<file path="src/mode_bank_cfg.svh">
// constants for the mode set/clear bank: register offsets, field positions, resets
// assumes a 6-bit register address and 16-bit data from the processor core
`ifndef MODE_BANK_CFG_SVH
`define MODE_BANK_CFG_SVH

`define ADDR_W 6
`define DATA_W 16
`define MODE_SETCLEAR_ADDR 6'h2A
`define NEIGHBOUR_VIEW_ADDR 6'h2B

`define CTL_SEL_MSB 3
`define CTL_SEL_LSB 0
`define CTL_SET_BIT 7
`define CTL_SF_BIT 8

`define WR_RXSEL_BIT 9
`define WR_TXSEL_BIT 8

`define STAT_DONE_MSB 13
`define STAT_DONE_LSB 11
`define STAT_RX_MSB 7
`define STAT_RX_LSB 4
`define STAT_TX_MSB 3
`define STAT_TX_LSB 0

`define MODE_RESET 16'h0000
`define SF_RESET 1'b0
`define CNTSEL_RESET 1'b0
`define DONE_RESET 3'h0
`define DONE_MAX 3'h7
`define RDATA_RESET 16'h0000

`endif

</file>
<file path="src/mode_bank_pkg.sv">
// types and shared helpers for the mode set/clear bank
// assumes nothing beyond a 16-bit register word
package mode_bank_pkg;

	typedef logic [15:0] word_t;
	typedef logic [3:0] nibble_t;
	typedef logic [2:0] donecnt_t;

	// selector codes of the hidden mode bits
	typedef enum logic [3:0] {
		SEL_HEC_OMIT = 4'h0,
		SEL_CELL56 = 4'h1,
		SEL_RSVD2 = 4'h2,
		SEL_RSVD3 = 4'h3,
		SEL_FASTMEM_M1 = 4'h4,
		SEL_DMA_PLUS = 4'h5,
		SEL_PORT1_EE = 4'h6,
		SEL_PORT2_EE = 4'h7,
		SEL_PLL_TEST = 4'h8,
		SEL_HEADER_CHECK_8BIT_CIRCUIT_GP = 4'h9,
		SEL_TIMER2_RUN = 4'hA,
		SEL_TIMER1_RUN = 4'hB,
		SEL_RSVD12 = 4'hC,
		SEL_RSVD13 = 4'hD,
		SEL_RSVD14 = 4'hE,
		SEL_RSVD15 = 4'hF
	} mode_sel_t;

	function automatic word_t revBits(input word_t w);
		word_t r;
		r = 16'h0000;
		for (int i = 0; i < 16; i++) begin
			r[i] = w[15 - i];
		end
		return r;
	endfunction

	function automatic nibble_t pickCount(input logic selFull, input nibble_t busy,
		input nibble_t full);
		return selFull ? full : busy;
	endfunction

endpackage

</file>
<file path="src/completed_xfer_counter.sv">
// 3-bit count of finished second-port dma operations
// assumes inc and dec are single-cycle pulses on clk
`timescale 1ns/100ps
`include "mode_bank_cfg.svh"
module completed_xfer_counter
	import mode_bank_pkg::*;
(
	input wire logic clk, // processor clock
	input wire logic resetn, // synchronous reset, active low
	input wire logic inc, // last transfer of a second-port dma
	input wire logic dec, // dma-count branch executed
	output donecnt_t count_q // completed transfers
);

	// saturating both ways so an overrun never wraps into a false low count
	always_ff @(posedge clk) begin
		if (!resetn) begin
			count_q <= `DONE_RESET;
		end else if (inc && !dec && count_q != `DONE_MAX) begin
			count_q <= count_q + 3'h1;
		end else if (dec && !inc && count_q != `DONE_RESET) begin
			count_q <= count_q - 3'h1;
		end
	end

endmodule

</file>
<file path="src/mode_config_setclear_bank.sv">
// hidden mode bits written through a set/clear control byte, plus the
// alternate read view at the neighbouring register location
// assumes all inputs come from logic on clk; reads answer one cycle later
// Functional notes
// - control byte selects one mode bit
// - bit 7 sets or clears; trigger wins
// - bit 8 stored as special-features enable
// - bits 0,1: header check omit, cell length
// - bit 4: fast memory mode
// - bit 5: enhanced dma auto address update
// - bit 6: first port early end
// - bit 7: second port early end
// - bit 8: reserved test mode, stored only
// - bit 9: header check on gp register
// - bit 10: second timer runs
// - bit 11: first timer runs
// - enable clear: read bit-reversed fast memory
// - enable set: status view, reserved zero
// - bits 13:11 count completed second-port dmas
// - dma-count branch decrements that counter
// - bits 7:4 receive busy or full count
// - bits 3:0 transmit busy or full count
// - neighbour write bits 9,8 pick counters
`timescale 1ns/100ps
`include "mode_bank_cfg.svh"
module mode_config_setclear_bank
	import mode_bank_pkg::*;
(
	input wire logic clk, // processor clock, 100 MHz
	input wire logic resetn, // synchronous reset, active low
	input wire logic regWrite, // register write strobe
	input wire logic regRead, // register read strobe
	input wire logic [`ADDR_W-1:0] regAddr, // register location
	input word_t regWrData, // write data
	output word_t regRdData_q, // read data, one cycle after the strobe
	output logic regRdValid_q, // read data valid pulse
	input word_t fastmemData, // fast-memory data register contents
	input wire logic dma2LastXfer, // final transfer of a second-port dma
	input wire logic dmaCountBranch, // dma-count branch executed
	input nibble_t rxBusyCount, // utopia receiver busy counter
	input nibble_t rxFullCount, // utopia receiver full counter
	input nibble_t txBusyCount, // utopia transmitter busy counter
	input nibble_t txFullCount, // utopia transmitter full counter
	input word_t modeTrigger, // hardware set pulse per mode bit
	output logic hecOmit, // header check byte omitted
	output logic cell56, // 56-byte cells
	output logic fastmemMode1, // fast memory in mode 1
	output logic dmaPlusEn, // dma updates local address
	output logic port1EarlyEnd, // first dma port early end
	output logic port2EarlyEnd, // second dma port early end
	output logic pllTestMode, // reserved test mode bit
	output logic hec8OnGp, // header check circuit on gp register
	output logic timer2Run, // second interval timer running
	output logic timer1Run, // first interval timer running
	output logic specialEn, // special-features enable
	output donecnt_t doneCount // completed-transfer counter
);

	word_t modeBits_q;
	logic specialEn_q;
	logic rxSelFull_q;
	logic txSelFull_q;
	donecnt_t doneCount_q;
	word_t view;
	logic ctlWrite;
	logic nbrWrite;
	logic nbrRead;
	mode_sel_t ctlSel;
	word_t selMask;
	logic selStores;

	assign ctlWrite = regWrite && regAddr == `MODE_SETCLEAR_ADDR;
	assign nbrWrite = regWrite && regAddr == `NEIGHBOUR_VIEW_ADDR;
	assign nbrRead = regRead && regAddr == `NEIGHBOUR_VIEW_ADDR;
	assign ctlSel = mode_sel_t'(regWrData[`CTL_SEL_MSB:`CTL_SEL_LSB]);
	assign selMask = 16'h0001 << ctlSel;
	// the top two selectors are reserved outright, so nothing is stored there
	assign selStores = ctlSel != SEL_RSVD14 && ctlSel != SEL_RSVD15;

	// one bit changes per control byte; a hardware trigger beats a clear
	always_ff @(posedge clk) begin
		if (!resetn) begin
			modeBits_q <= `MODE_RESET;
		end else if (ctlWrite && selStores) begin
			if (regWrData[`CTL_SET_BIT]) begin
				modeBits_q <= modeBits_q | selMask | modeTrigger;
			end else begin
				modeBits_q <= (modeBits_q & ~selMask) | modeTrigger;
			end
		end else begin
			modeBits_q <= modeBits_q | modeTrigger;
		end
	end

	always_ff @(posedge clk) begin
		if (!resetn) begin
			specialEn_q <= `SF_RESET;
		end else if (ctlWrite) begin
			specialEn_q <= regWrData[`CTL_SF_BIT];
		end
	end

	// count selects only exist while special features are on; otherwise the
	// upper byte of that write is reserved and is dropped
	always_ff @(posedge clk) begin
		if (!resetn) begin
			rxSelFull_q <= `CNTSEL_RESET;
			txSelFull_q <= `CNTSEL_RESET;
		end else if (nbrWrite && specialEn_q) begin
			rxSelFull_q <= regWrData[`WR_RXSEL_BIT];
			txSelFull_q <= regWrData[`WR_TXSEL_BIT];
		end
	end

	completed_xfer_counter u_doneCnt (
		.clk(clk),
		.resetn(resetn),
		.inc(dma2LastXfer),
		.dec(dmaCountBranch),
		.count_q(doneCount_q)
	);

	status_view_mux u_view (
		.specialEn(specialEn_q),
		.fastmemData(fastmemData),
		.doneCount(doneCount_q),
		.rxSelFull(rxSelFull_q),
		.txSelFull(txSelFull_q),
		.rxBusyCount(rxBusyCount),
		.rxFullCount(rxFullCount),
		.txBusyCount(txBusyCount),
		.txFullCount(txFullCount),
		.view(view)
	);

	// read data holds its last value between reads
	always_ff @(posedge clk) begin
		if (!resetn) begin
			regRdData_q <= `RDATA_RESET;
		end else if (nbrRead) begin
			regRdData_q <= view;
		end
	end

	always_ff @(posedge clk) begin
		if (!resetn) begin
			regRdValid_q <= 1'b0;
		end else begin
			regRdValid_q <= nbrRead;
		end
	end

	assign hecOmit = modeBits_q[SEL_HEC_OMIT];
	assign cell56 = modeBits_q[SEL_CELL56];
	assign fastmemMode1 = modeBits_q[SEL_FASTMEM_M1];
	assign dmaPlusEn = modeBits_q[SEL_DMA_PLUS];
	assign port1EarlyEnd = modeBits_q[SEL_PORT1_EE];
	assign port2EarlyEnd = modeBits_q[SEL_PORT2_EE];
	assign pllTestMode = modeBits_q[SEL_PLL_TEST];
	assign hec8OnGp = modeBits_q[SEL_HEADER_CHECK_8BIT_CIRCUIT_GP];
	assign timer2Run = modeBits_q[SEL_TIMER2_RUN];
	assign timer1Run = modeBits_q[SEL_TIMER1_RUN];
	assign specialEn = specialEn_q;
	assign doneCount = doneCount_q;
endmodule

</file>
<file path="src/status_view_mux.sv">
// builds the word seen at the neighbour read location
// purely combinational; the caller registers the result
`timescale 1ns/100ps
`include "mode_bank_cfg.svh"
module status_view_mux
	import mode_bank_pkg::*;
(
	input wire logic specialEn, // special-features enable
	input word_t fastmemData, // fast-memory data register
	input donecnt_t doneCount, // completed-transfer counter
	input wire logic rxSelFull, // receive view picks full counter
	input wire logic txSelFull, // transmit view picks full counter
	input nibble_t rxBusyCount, // receiver busy counter
	input nibble_t rxFullCount, // receiver full counter
	input nibble_t txBusyCount, // transmitter busy counter
	input nibble_t txFullCount, // transmitter full counter
	output word_t view // read data
);

	always_comb begin
		view = 16'h0000;
		if (!specialEn) begin
			view = revBits(fastmemData);
		end else begin
			// reserved bits stay zero
			view[`STAT_DONE_MSB:`STAT_DONE_LSB] = doneCount;
			view[`STAT_RX_MSB:`STAT_RX_LSB] = pickCount(rxSelFull, rxBusyCount, rxFullCount);
			view[`STAT_TX_MSB:`STAT_TX_LSB] = pickCount(txSelFull, txBusyCount, txFullCount);
		end
	end

endmodule
</file>
<file path="config.mk">
export PLATFORM = sky130hd
export DESIGN_NAME = mode_config_setclear_bank
export DESIGN_NICKNAME = d
export VERILOG_FILES = /design/src/mode_bank_pkg.sv /design/src/completed_xfer_counter.sv /design/src/mode_config_setclear_bank.sv /design/src/status_view_mux.sv
export VERILOG_INCLUDE_DIRS = /design/src
export SDC_FILE = /design/constraint.sdc
export NUM_CORES = 1
export LEC_CHECK = 0
export ABC_CLOCK_PERIOD_IN_PS = 2100
export BUFFER_PORTS_ARGS = -buffer_cell sky130_fd_sc_hd__buf_4
export CAP_MARGIN = 20
export CORE_AREA = 2 2 78 61
export DETAILED_ROUTE_END_ITERATION = 7
export DIE_AREA = 0 0 80 63
export HOLD_SLACK_MARGIN = 0.08
export PLACE_DENSITY_LB_ADDON = 0.1
export SLEW_MARGIN = 20
export SYNTH_ARGS = -nofsm -noshare
export SYNTH_HDL_FRONTEND = slang
export SYNTH_SLANG_ARGS = --single-unit
</file>
<file path="constraint.sdc">
create_clock -name clk -period 2.1 [get_ports clk]
set_input_delay 0 -clock clk [delete_from_list [all_inputs] [get_ports clk]]
set_output_delay 0 -clock clk [all_outputs]
set_load 0.005 [all_outputs]
</file>
# Word-level counts from Yosys, hierarchy flattened
# Index checks and enable logic that the tools add are counted.
# op_classes
n_shift,1
eq_ne,5
bitwise_logic,6
reduce_logical,14
n_mux,10
n_addsub,2
# ops
operator,n
$or A16 B16 Y16,4
$mux W16,2
$and A16 B16 Y16,1
$not A16 Y16,1
$shl A1 B4 Y16 const A,1
$eq A6 B6 Y1 const B,2
$mux W3,4
$logic_and A1 B1 Y1,10
$mux W4,2
$mux W8,1
$ne A4 B4 Y1 const B,2
$add A3 B1 Y3 const B,1
$ne A3 B3 Y1 const B,1
$reduce_bool A3 Y1,1
$sub A3 B1 Y3 const B,1
$logic_not A1 Y1,2
$mux W2,1
$reduce_bool A2 Y1,1
# word_totals
inputBits,76
elab_cells,45
ff_bits,39

# Logic depth before layout (Yosys ltp)
# Gate-level depths: netlist of run 1.
# logic_depth
depth_word,6
depth_mapped,7
ltp_nobuf,7

# Modules after synthesis
# Synthesis of run 1 repeated with hierarchy kept, for this count alone.
# hier_totals
cells_unflattened,235
hier_area_um2,1996.9
# modules_own_cells
module,area_per_inst_um2,instances,cells_each,seq_area_each_um2
mode_config_setclear_bank,1427.6,1,166,600.6
status_view_mux,332.8,1,37,0.0
completed_xfer_counter,236.5,1,32,60.1

# Worst setup path before layout of run 1
# Ideal clock, no wire load.
# synth_timing
kind,register to register
start,reg u_doneCnt.count_q[2]
end,reg u_doneCnt.count_q[2]
path_slack_ns,0.266
path_stages_with_launch,8
path_buffers,1
period_less_slack_ns,1.834
arrival_ns,1.719
setup_ns,0.115
path_cell_list,dfxtp_1 > buf_2 > a31o_2 > fa_1 > nor2b_1 > a31oi_1 > o21ai_0 > a2111oi_0
# synth_between
elab_chain_len,3
# synth_rtl
element,line_no,rtl
from (decl),completed_xfer_counter.sv:12,output donecnt_t count_q
from (signal assigned),completed_xfer_counter.sv:18,count_q <= `DONE_RESET;
from (signal assigned),completed_xfer_counter.sv:20,count_q <= count_q + 3'h1;
from (signal assigned),completed_xfer_counter.sv:22,count_q <= count_q - 3'h1;
$sub A3 B1 Y3 (tied with other cells),completed_xfer_counter.sv:22,
$mux W3 or $logic_and A1 B1 Y1 (tied branches),n/a,
$mux W3 or $reduce_bool A2 Y1 (tied branches),n/a,
# Several ways; a longest one is shown, not always the timed one. The select of a mux whose other input is x is not followed.
# A chain may end at the register's enable or synchronous reset.

# Final worst setup path of run 1
# layout_timing
start,in dma2LastXfer
end,reg u_doneCnt.count_q[2]
# layout_between
elab_chain_len,4
# layout_rtl
element,line_no,rtl
from (decl),mode_config_setclear_bank.sv:38,"input wire logic dma2LastXfer,"
$logic_not A1 Y1,completed_xfer_counter.sv:21,end else if (dec && !inc && count_q != `DONE_RESET) begin
$logic_and A1 B1 Y1,completed_xfer_counter.sv:21,
$logic_and A1 B1 Y1 (no line),n/a,
$reduce_bool A2 Y1 (no line),n/a,
# Several ways; a longest one is shown, not always the timed one.

==> run summary, run 1 <==
Lkg Pwr: 0.001231 uW
Worst clock skew: 0.004827 ns
CP Data Arrival Time: 2.05 ns
Count of pins over their slew limit: 0
Largest net degree at the start of global routing: 34
M1 GR Usage: 27.22%
Clock root buffer: clkbuf_8
Initial antenna violation count: 0
RSZ-0062 raised after global routing: false
Max-Cap Viols: 0
Max stage delay on crit path: 0.53 ns
Setup violators final: 0
R2R Path Start: u_doneCnt.count_q[0]
Crit end category: register
Register area share after synthesis: 37.24%
Synth Area in Simple Gates: 22.64%
H-tree lvl count: 2
Post-CTS Setup Bufs: 0
Synth Area in XOR/XNOR: 0%
Final period utilization: 89.33%
Share of cells above drive strength 1: 34.84%
Clock-pin transition on the worst setup and hold timing paths: 0.07 ns
Peak supply drop: 0.0003403 V
GRT overflow: 0
Final ANT Viol Nets: 0
Gpl congestion: 0.7655
Setup TNS: 0 ns
Vias in the first global route: 1780
# fillers: 376
Fmax: 533.1 MHz
Compound-cell area share of the yosys netlist: 20.38%
Clock Path Buffers: 2
Chip Height: 63 um
Syn_nets: 271
CTS sink count: 33
Die X: 80 um
Pwr/cell area: 505.7 nW/um^2
Synth unique cells: 37
Min-Delay Path Class: primary input to register
DRC: 0
Max-slew headroom: 59.04%
Skew-Pair Late Insertion Delay: 0.28 ns
# IOs: 107
Final HPWL DP: 3367 um
Hold_sp: regWrData[7]
Core Footprint: 4309 sq um
Die area: 5040 sq um
CP max FO: 11
Wirelength per Cell: 13.54 um
Adder-Cell Fraction of Synth Area: 1.128%
Met2 usage in global routing: 32.40%
Number of buffers created by CTS: 5
Syn_area_per_cell: 9.145 sq um
Port bufs: 91
CP max-delay cell: dlygate4sd3_1
CTS tree: built
Min cycle time layout: 1.876 ns
Initial core utilization: 41.17%
Most common cell after layout, fill and taps aside: buf_4
Slew at the pin with the worst max-slew slack: 0.6126 ns
CP startpoint: dma2LastXfer
Post-Synthesis Cells: 194
Largest family of logic cells by synthesized area: simple AND/OR/NAND/NOR gates
Drt first pass iters: 4
Post-synthesis mux area share: 13.68%
Final nets: 387
Count of state elements after synthesis: 33
Vias: 1855
Family with the most delay on the worst path: buffers and inverters
Req. time, crit path: 2.27 ns
Area Growth Syn to Fin: 61.85%
Row count: 21
Worst setup path category: primary input to register
N_diodes: 0
First-pass GRT wire length: 8355 um
Run status: complete, no violations
GRT Util Overall: 20.85%
Most frequent cells in the layout: 96 x buf_4, 33 x dfxtp_1, 30 x dlygate4sd3_1
Synth warn: 0
Cell area after synthesis: 1774 sq um
Iter 0 DRT Violations: 59
Bufs and invs on worst path: 2
M3 GR Usage: 5.347%
Fin. Hold Viols: 0
GR peak layer: met2
Critical path, cell by cell: dlygate4sd3_1, buf_4, nand2b_1, a31o_2, fa_1, nor2b_1, and4b_1, a2111oi_2
Via density: 5.054
Util after Layout: 66.64%
Critical Path Start Type: primary input
Routed WL: 4970 um
[report_power, final]
| part | switching (uW) | internal, uW |
|---|---|---|
| logic | 116 | 198 |
| clock network | 219 | 260 |
| registers | 12.2 | 648 |
[per-stage QoR]
step / hold WS (ns) / power [uW] / setup WS, ns / cells / instance area (sq um)
finish: 0.1081 / 1452 / 0.2241 / 367 / 2872
global route: 0.1204 / 1528 / 0.05105 / 367 / 2872
CTS: 0.1056 / 1464 / 0.03293 / 367 / 2865
detailed placement: 0.2114 / 937.5 / 0.1539 / 330 / 2479
global placement: 0.2095 / 933.8 / 0.3122 / 330 / 2479
floorplan: 0.1238 / 787.8 / 0.2664 / 194 / 1774
[synth_stat cells, drive strengths merged]
cell type / n / area, sq um
and4b: 1 / 10.01
o21ai: 2 / 10.01
a21boi: 14 / 105.1
nor2b: 5 / 31.28
a221oi: 1 / 8.760
a2111oi: 1 / 8.760
a31o: 1 / 8.760
mux2i: 13 / 130.1
nand4: 12 / 75.07
and2: 4 / 25.02
buf: 9 / 57.55
o211a: 3 / 30.03
o221ai: 1 / 8.760
nand3b: 6 / 45.04
and4bb: 1 / 16.27
a21oi: 2 / 10.01
nand3: 2 / 10.01
and2b: 4 / 30.03
clkbuf: 8 / 30.03
o31ai: 1 / 7.510
mux2: 10 / 112.6
nor3: 1 / 5.000
nand2b: 3 / 18.77
and3b: 1 / 8.760
o211ai: 8 / 60.06
dfxtp: 33 / 660.6
fa: 1 / 20.02
o21a: 11 / 82.58
nor2: 5 / 18.77
nand2: 26 / 97.59
and4: 1 / 10.01
a31oi: 1 / 6.260
a211oi: 2 / 15.01
[cell families after synthesis]
logic type	after synthesis
simple gates	72
buf+inv	17
fa+ha+maj	1
flops	33
mux	23
compound gates	48
[path summary, 6_finish.rpt]
check	to	slack [ns]	cells past startpoint
max	u_doneCnt.count_q[2]	0.22	8
min reg2reg	regRdData_q[5]	0.46	2
max reg2reg	u_doneCnt.count_q[2]	0.36	5
min	modeBits_q[9]	0.11	3
[final cells by class]
cell class / instances / area (sq um) / share of cell area, %
Multi-Input combinational cell: 144 / 1032 / 35.95
Clock buffer: 7 / 86.33 / 3.007
Sequential cell: 33 / 660.6 / 23.01
Timing Repair Buffer: 126 / 1021 / 35.56
Tap cell: 57 / 71.32 / 2.484
[timing repair]
item / 4_1_cts / 5_1_grt
gates resized for setup: 0 / 2
hold buffers: 30 / 0
endpoints found under the setup margin: 0 / 1
endpoints found under the hold margin: 30 / 0
[worst min-delay path: cells and delay by family]
family          cells  cell delay [ns]
buf+inv             1             0.14
mux                 1             0.13
compound gates      1             0.09
[metal layers]
metal  vias to the layer above  part of all wire, %
met3                        14                  7.0
met2                        60                   46
met1                       845                   45
li1                        936                    -
met4                         0                  2.1
met5                         -                    0
[sequential cells by signal (all words and copies together), names as in the netlist]
name               flops
txSelFull_q            1
regRdData_q           16
specialEn              1
rxSelFull_q            1
u_doneCnt.count_q      3
regRdValid_q           1
modeBits_q            10
No activity file was read; power rests on OpenSTA's default activity.
==> inputs of run 2 (changes only) <==
- CELL_PAD_IN_SITES_DETAIL_PLACEMENT: default -> 1
- CELL_PAD_IN_SITES_GLOBAL_PLACEMENT: default -> 2
- CORE_AREA: 2 2 78 61 -> 2 2 105 82
- DIE_AREA: 0 0 80 63 -> 0 0 107 84
==> run summary, run 2 (synthesis results as in run 1) <==
Layout Cells excl Fill: 420 (+14%)
Run status: complete, no violations
N_diodes: 0 (unchanged)
Worst clock skew: 0.006066 ns (+0.001239 ns)
Setup violators final: 0 (unchanged)
# IOs: 107 (unchanged)
Most common cell after layout, fill and taps aside: buf_4
Min cycle time layout: 1.934 ns (+0.05780 ns)
Area Growth Syn to Fin: 65.37%
CTS sink count: 33 (unchanged)
RSZ-0062 raised after global routing: false
P_int: 1075 uW (-2.8%)
Drt first pass iters: 4 (unchanged)
Wirelength per Cell: 14.49 um (+7.0%)
CP max FO: 11 (unchanged)
Share of cells above drive strength 1: 34.94% (+0.097 points)
Pre-CTS setup slack: 0.2229 ns (+0.06896 ns)
Count of pins over their slew limit: 0 (unchanged)
Top flop regs: regRdData_q (16), modeBits_q (10), u_doneCnt.count_q (3)
Reg power frac: 45.6% (+0.2 points)
Clock-pin transition on the worst setup and hold timing paths: 0.07 ns (about the same)
Peak supply drop: 0.0001988 V (-42%)
Req. time, crit path: 2.27 ns (about the same)
Slew at the pin with the worst max-slew slack: 0.4559 ns (-0.1567 ns)
Largest register FFs: 16 (unchanged)
Die X: 107 um (+34%)
Routed WL: 6084 um (+22%)
Max-Cap Viols: 0 (unchanged)
Final ANT Viol Nets: 0 (unchanged)
Switch Pwr: 373.2 uW (+7.6%)
Inst Count DP: 382 (+16%)
H-tree lvl count: 2 (unchanged)
Worst setup path category: primary input to register
Crit end category: register
Chip Height: 84 um (+33%)
Initial core utilization: 21.93% (-19 points)
Via density: 4.395 (-13%)
Number of buffers created by CTS: 5 (unchanged)
Iter 0 DRT Violations: 61 (+3.4%)
Skew-Pair Late Insertion Delay: 0.28 ns (about the same)
GRT overflow: 0 (unchanged)
Post-CTS Setup Bufs: 0 (unchanged)
Setup TNS: 0 ns (unchanged)
Placed Area: 2550 sq um (+2.9%)
Gpl congestion: 0.7148 (-6.6%)
Clock root buffer: clkbuf_8
Initial antenna violation count: 0 (unchanged)
Fin area: 2934 sq um (+2.2%)
Port bufs: 91 (unchanged)
Clock Path Buffers: 2 (unchanged)
Lkg Pwr: 0.001235 uW (+0.33%)
Die area: 8988 sq um (+78%)
Critical Path Start Type: primary input
Final HPWL DP: 4269 um (+27%)
Vias in the first global route: 1843 (+3.5%)
Comb pwr share: 21.9% (+0.3 points)
Clock power share: 32.6% (-0.4 points)
Min-Delay Path Class: primary input to register
Setup ws final: 0.1663 ns (-0.05780 ns)
Vias: 1846 (-0.49%)
DRC: 0 (unchanged)
CP Data Arrival Time: 2.11 ns (+0.06 ns)
First-pass GRT wire length: 9542 um (+14%)
Final nets: 388 (+0.26%)
Most frequent cells in the layout: 97 x buf_4, 33 x dfxtp_1, 30 x dlygate4sd3_1
Pwr/cell area: 493.5 nW/um^2 (-2.4%)
Biggest register: regRdData_q
Core Footprint: 8092 sq um (+88%)
CTS tree: built
# fillers: 972 (+160%)
GRT Util Overall: 13.69% (-7.2 points)
Max-slew headroom: 69.60% (+11 points)
Final period utilization: 92.08% (+2.8 points)
Largest net degree at the start of global routing: 34 (unchanged)
Row count: 29 (+38%)
Total power draw: 1448 uW (-0.29%)
Switching share of power: 25.78% (+1.9 points)
Fmax: 517.1 MHz (-3.0%)
Fin. Hold Viols: 0 (unchanged)
-- run 2: changes by cell type in the layout (fill, tap and decap cells not counted), sizes merged --
cell	change
buf	+1
clkbuf	-1
clkinv	+2
-- run 2: final timing paths --
kind	from	end	slack (ns)	cells past startpoint
setup reg to reg	u_doneCnt.count_q[0]	u_doneCnt.count_q[2]	0.36	6
hold reg to reg	regRdData_q[2]	regRdData_q[2]	0.46	2
setup / recovery	dma2LastXfer	u_doneCnt.count_q[2]	0.17	9
hold / removal	regWrData[7]	modeBits_q[11]	0.11	3
-- run 2: stage by stage --
stage               hold slack, ns  utilization (%)
floorplan                   0.1238                -
CTS                         0.1052            36.25
detailed placement          0.2117            31.51
finish                      0.1123            36.26
global placement            0.2101            31.51
global route                0.1289            36.26
-- run 2: final cells by class --
type / instances / area, sq um / share of cell area, %
clock inverters: 2 / 10.01 / 0.3412
clock buffers: 6 / 72.57 / 2.473
flip-flops and latches: 33 / 660.6 / 22.52
repair buffers: 127 / 1028 / 35.05
well taps: 108 / 135.1 / 4.606
multi-input cells: 144 / 1027 / 35.01
-- run 2: critical path, stage by stage --
cell	delay, ns
dlygate4sd3_1	0.53
buf_4	0.16
nand2b_1	0.12
a31o_2	0.24
fa_1	0.38
nor2b_1	0.17
a31oi_1	0.16
o21ai_0	0.09
a2111oi_1	0.25
-- run 2: timing repair --
item,CTS,global route
hold buffers,30,0
resized for setup,0,1
endpoints found under the hold margin,30,0
endpoints found under the setup margin,0,1
-- run 2: layer usage --
| metal | wire length (um) | GRT usage [%] |
|---|---|---|
| met5 | 0 | 0 |
| met4 | 42 | 3.188 |
| met3 | 273 | 3.513 |
| met2 | 2774 | 22.00 |
| met1 | 2993 | 18.38 |
-- run 2: power by group through the flow --
stage,registers (uW),clock network (uW),logic [uW]
after floorplan,680,0,108
after global placement,673,0,270
after detailed placement,674,0,273
after CTS,659,490,320
after global routing,662,524,347
final,660,472,317
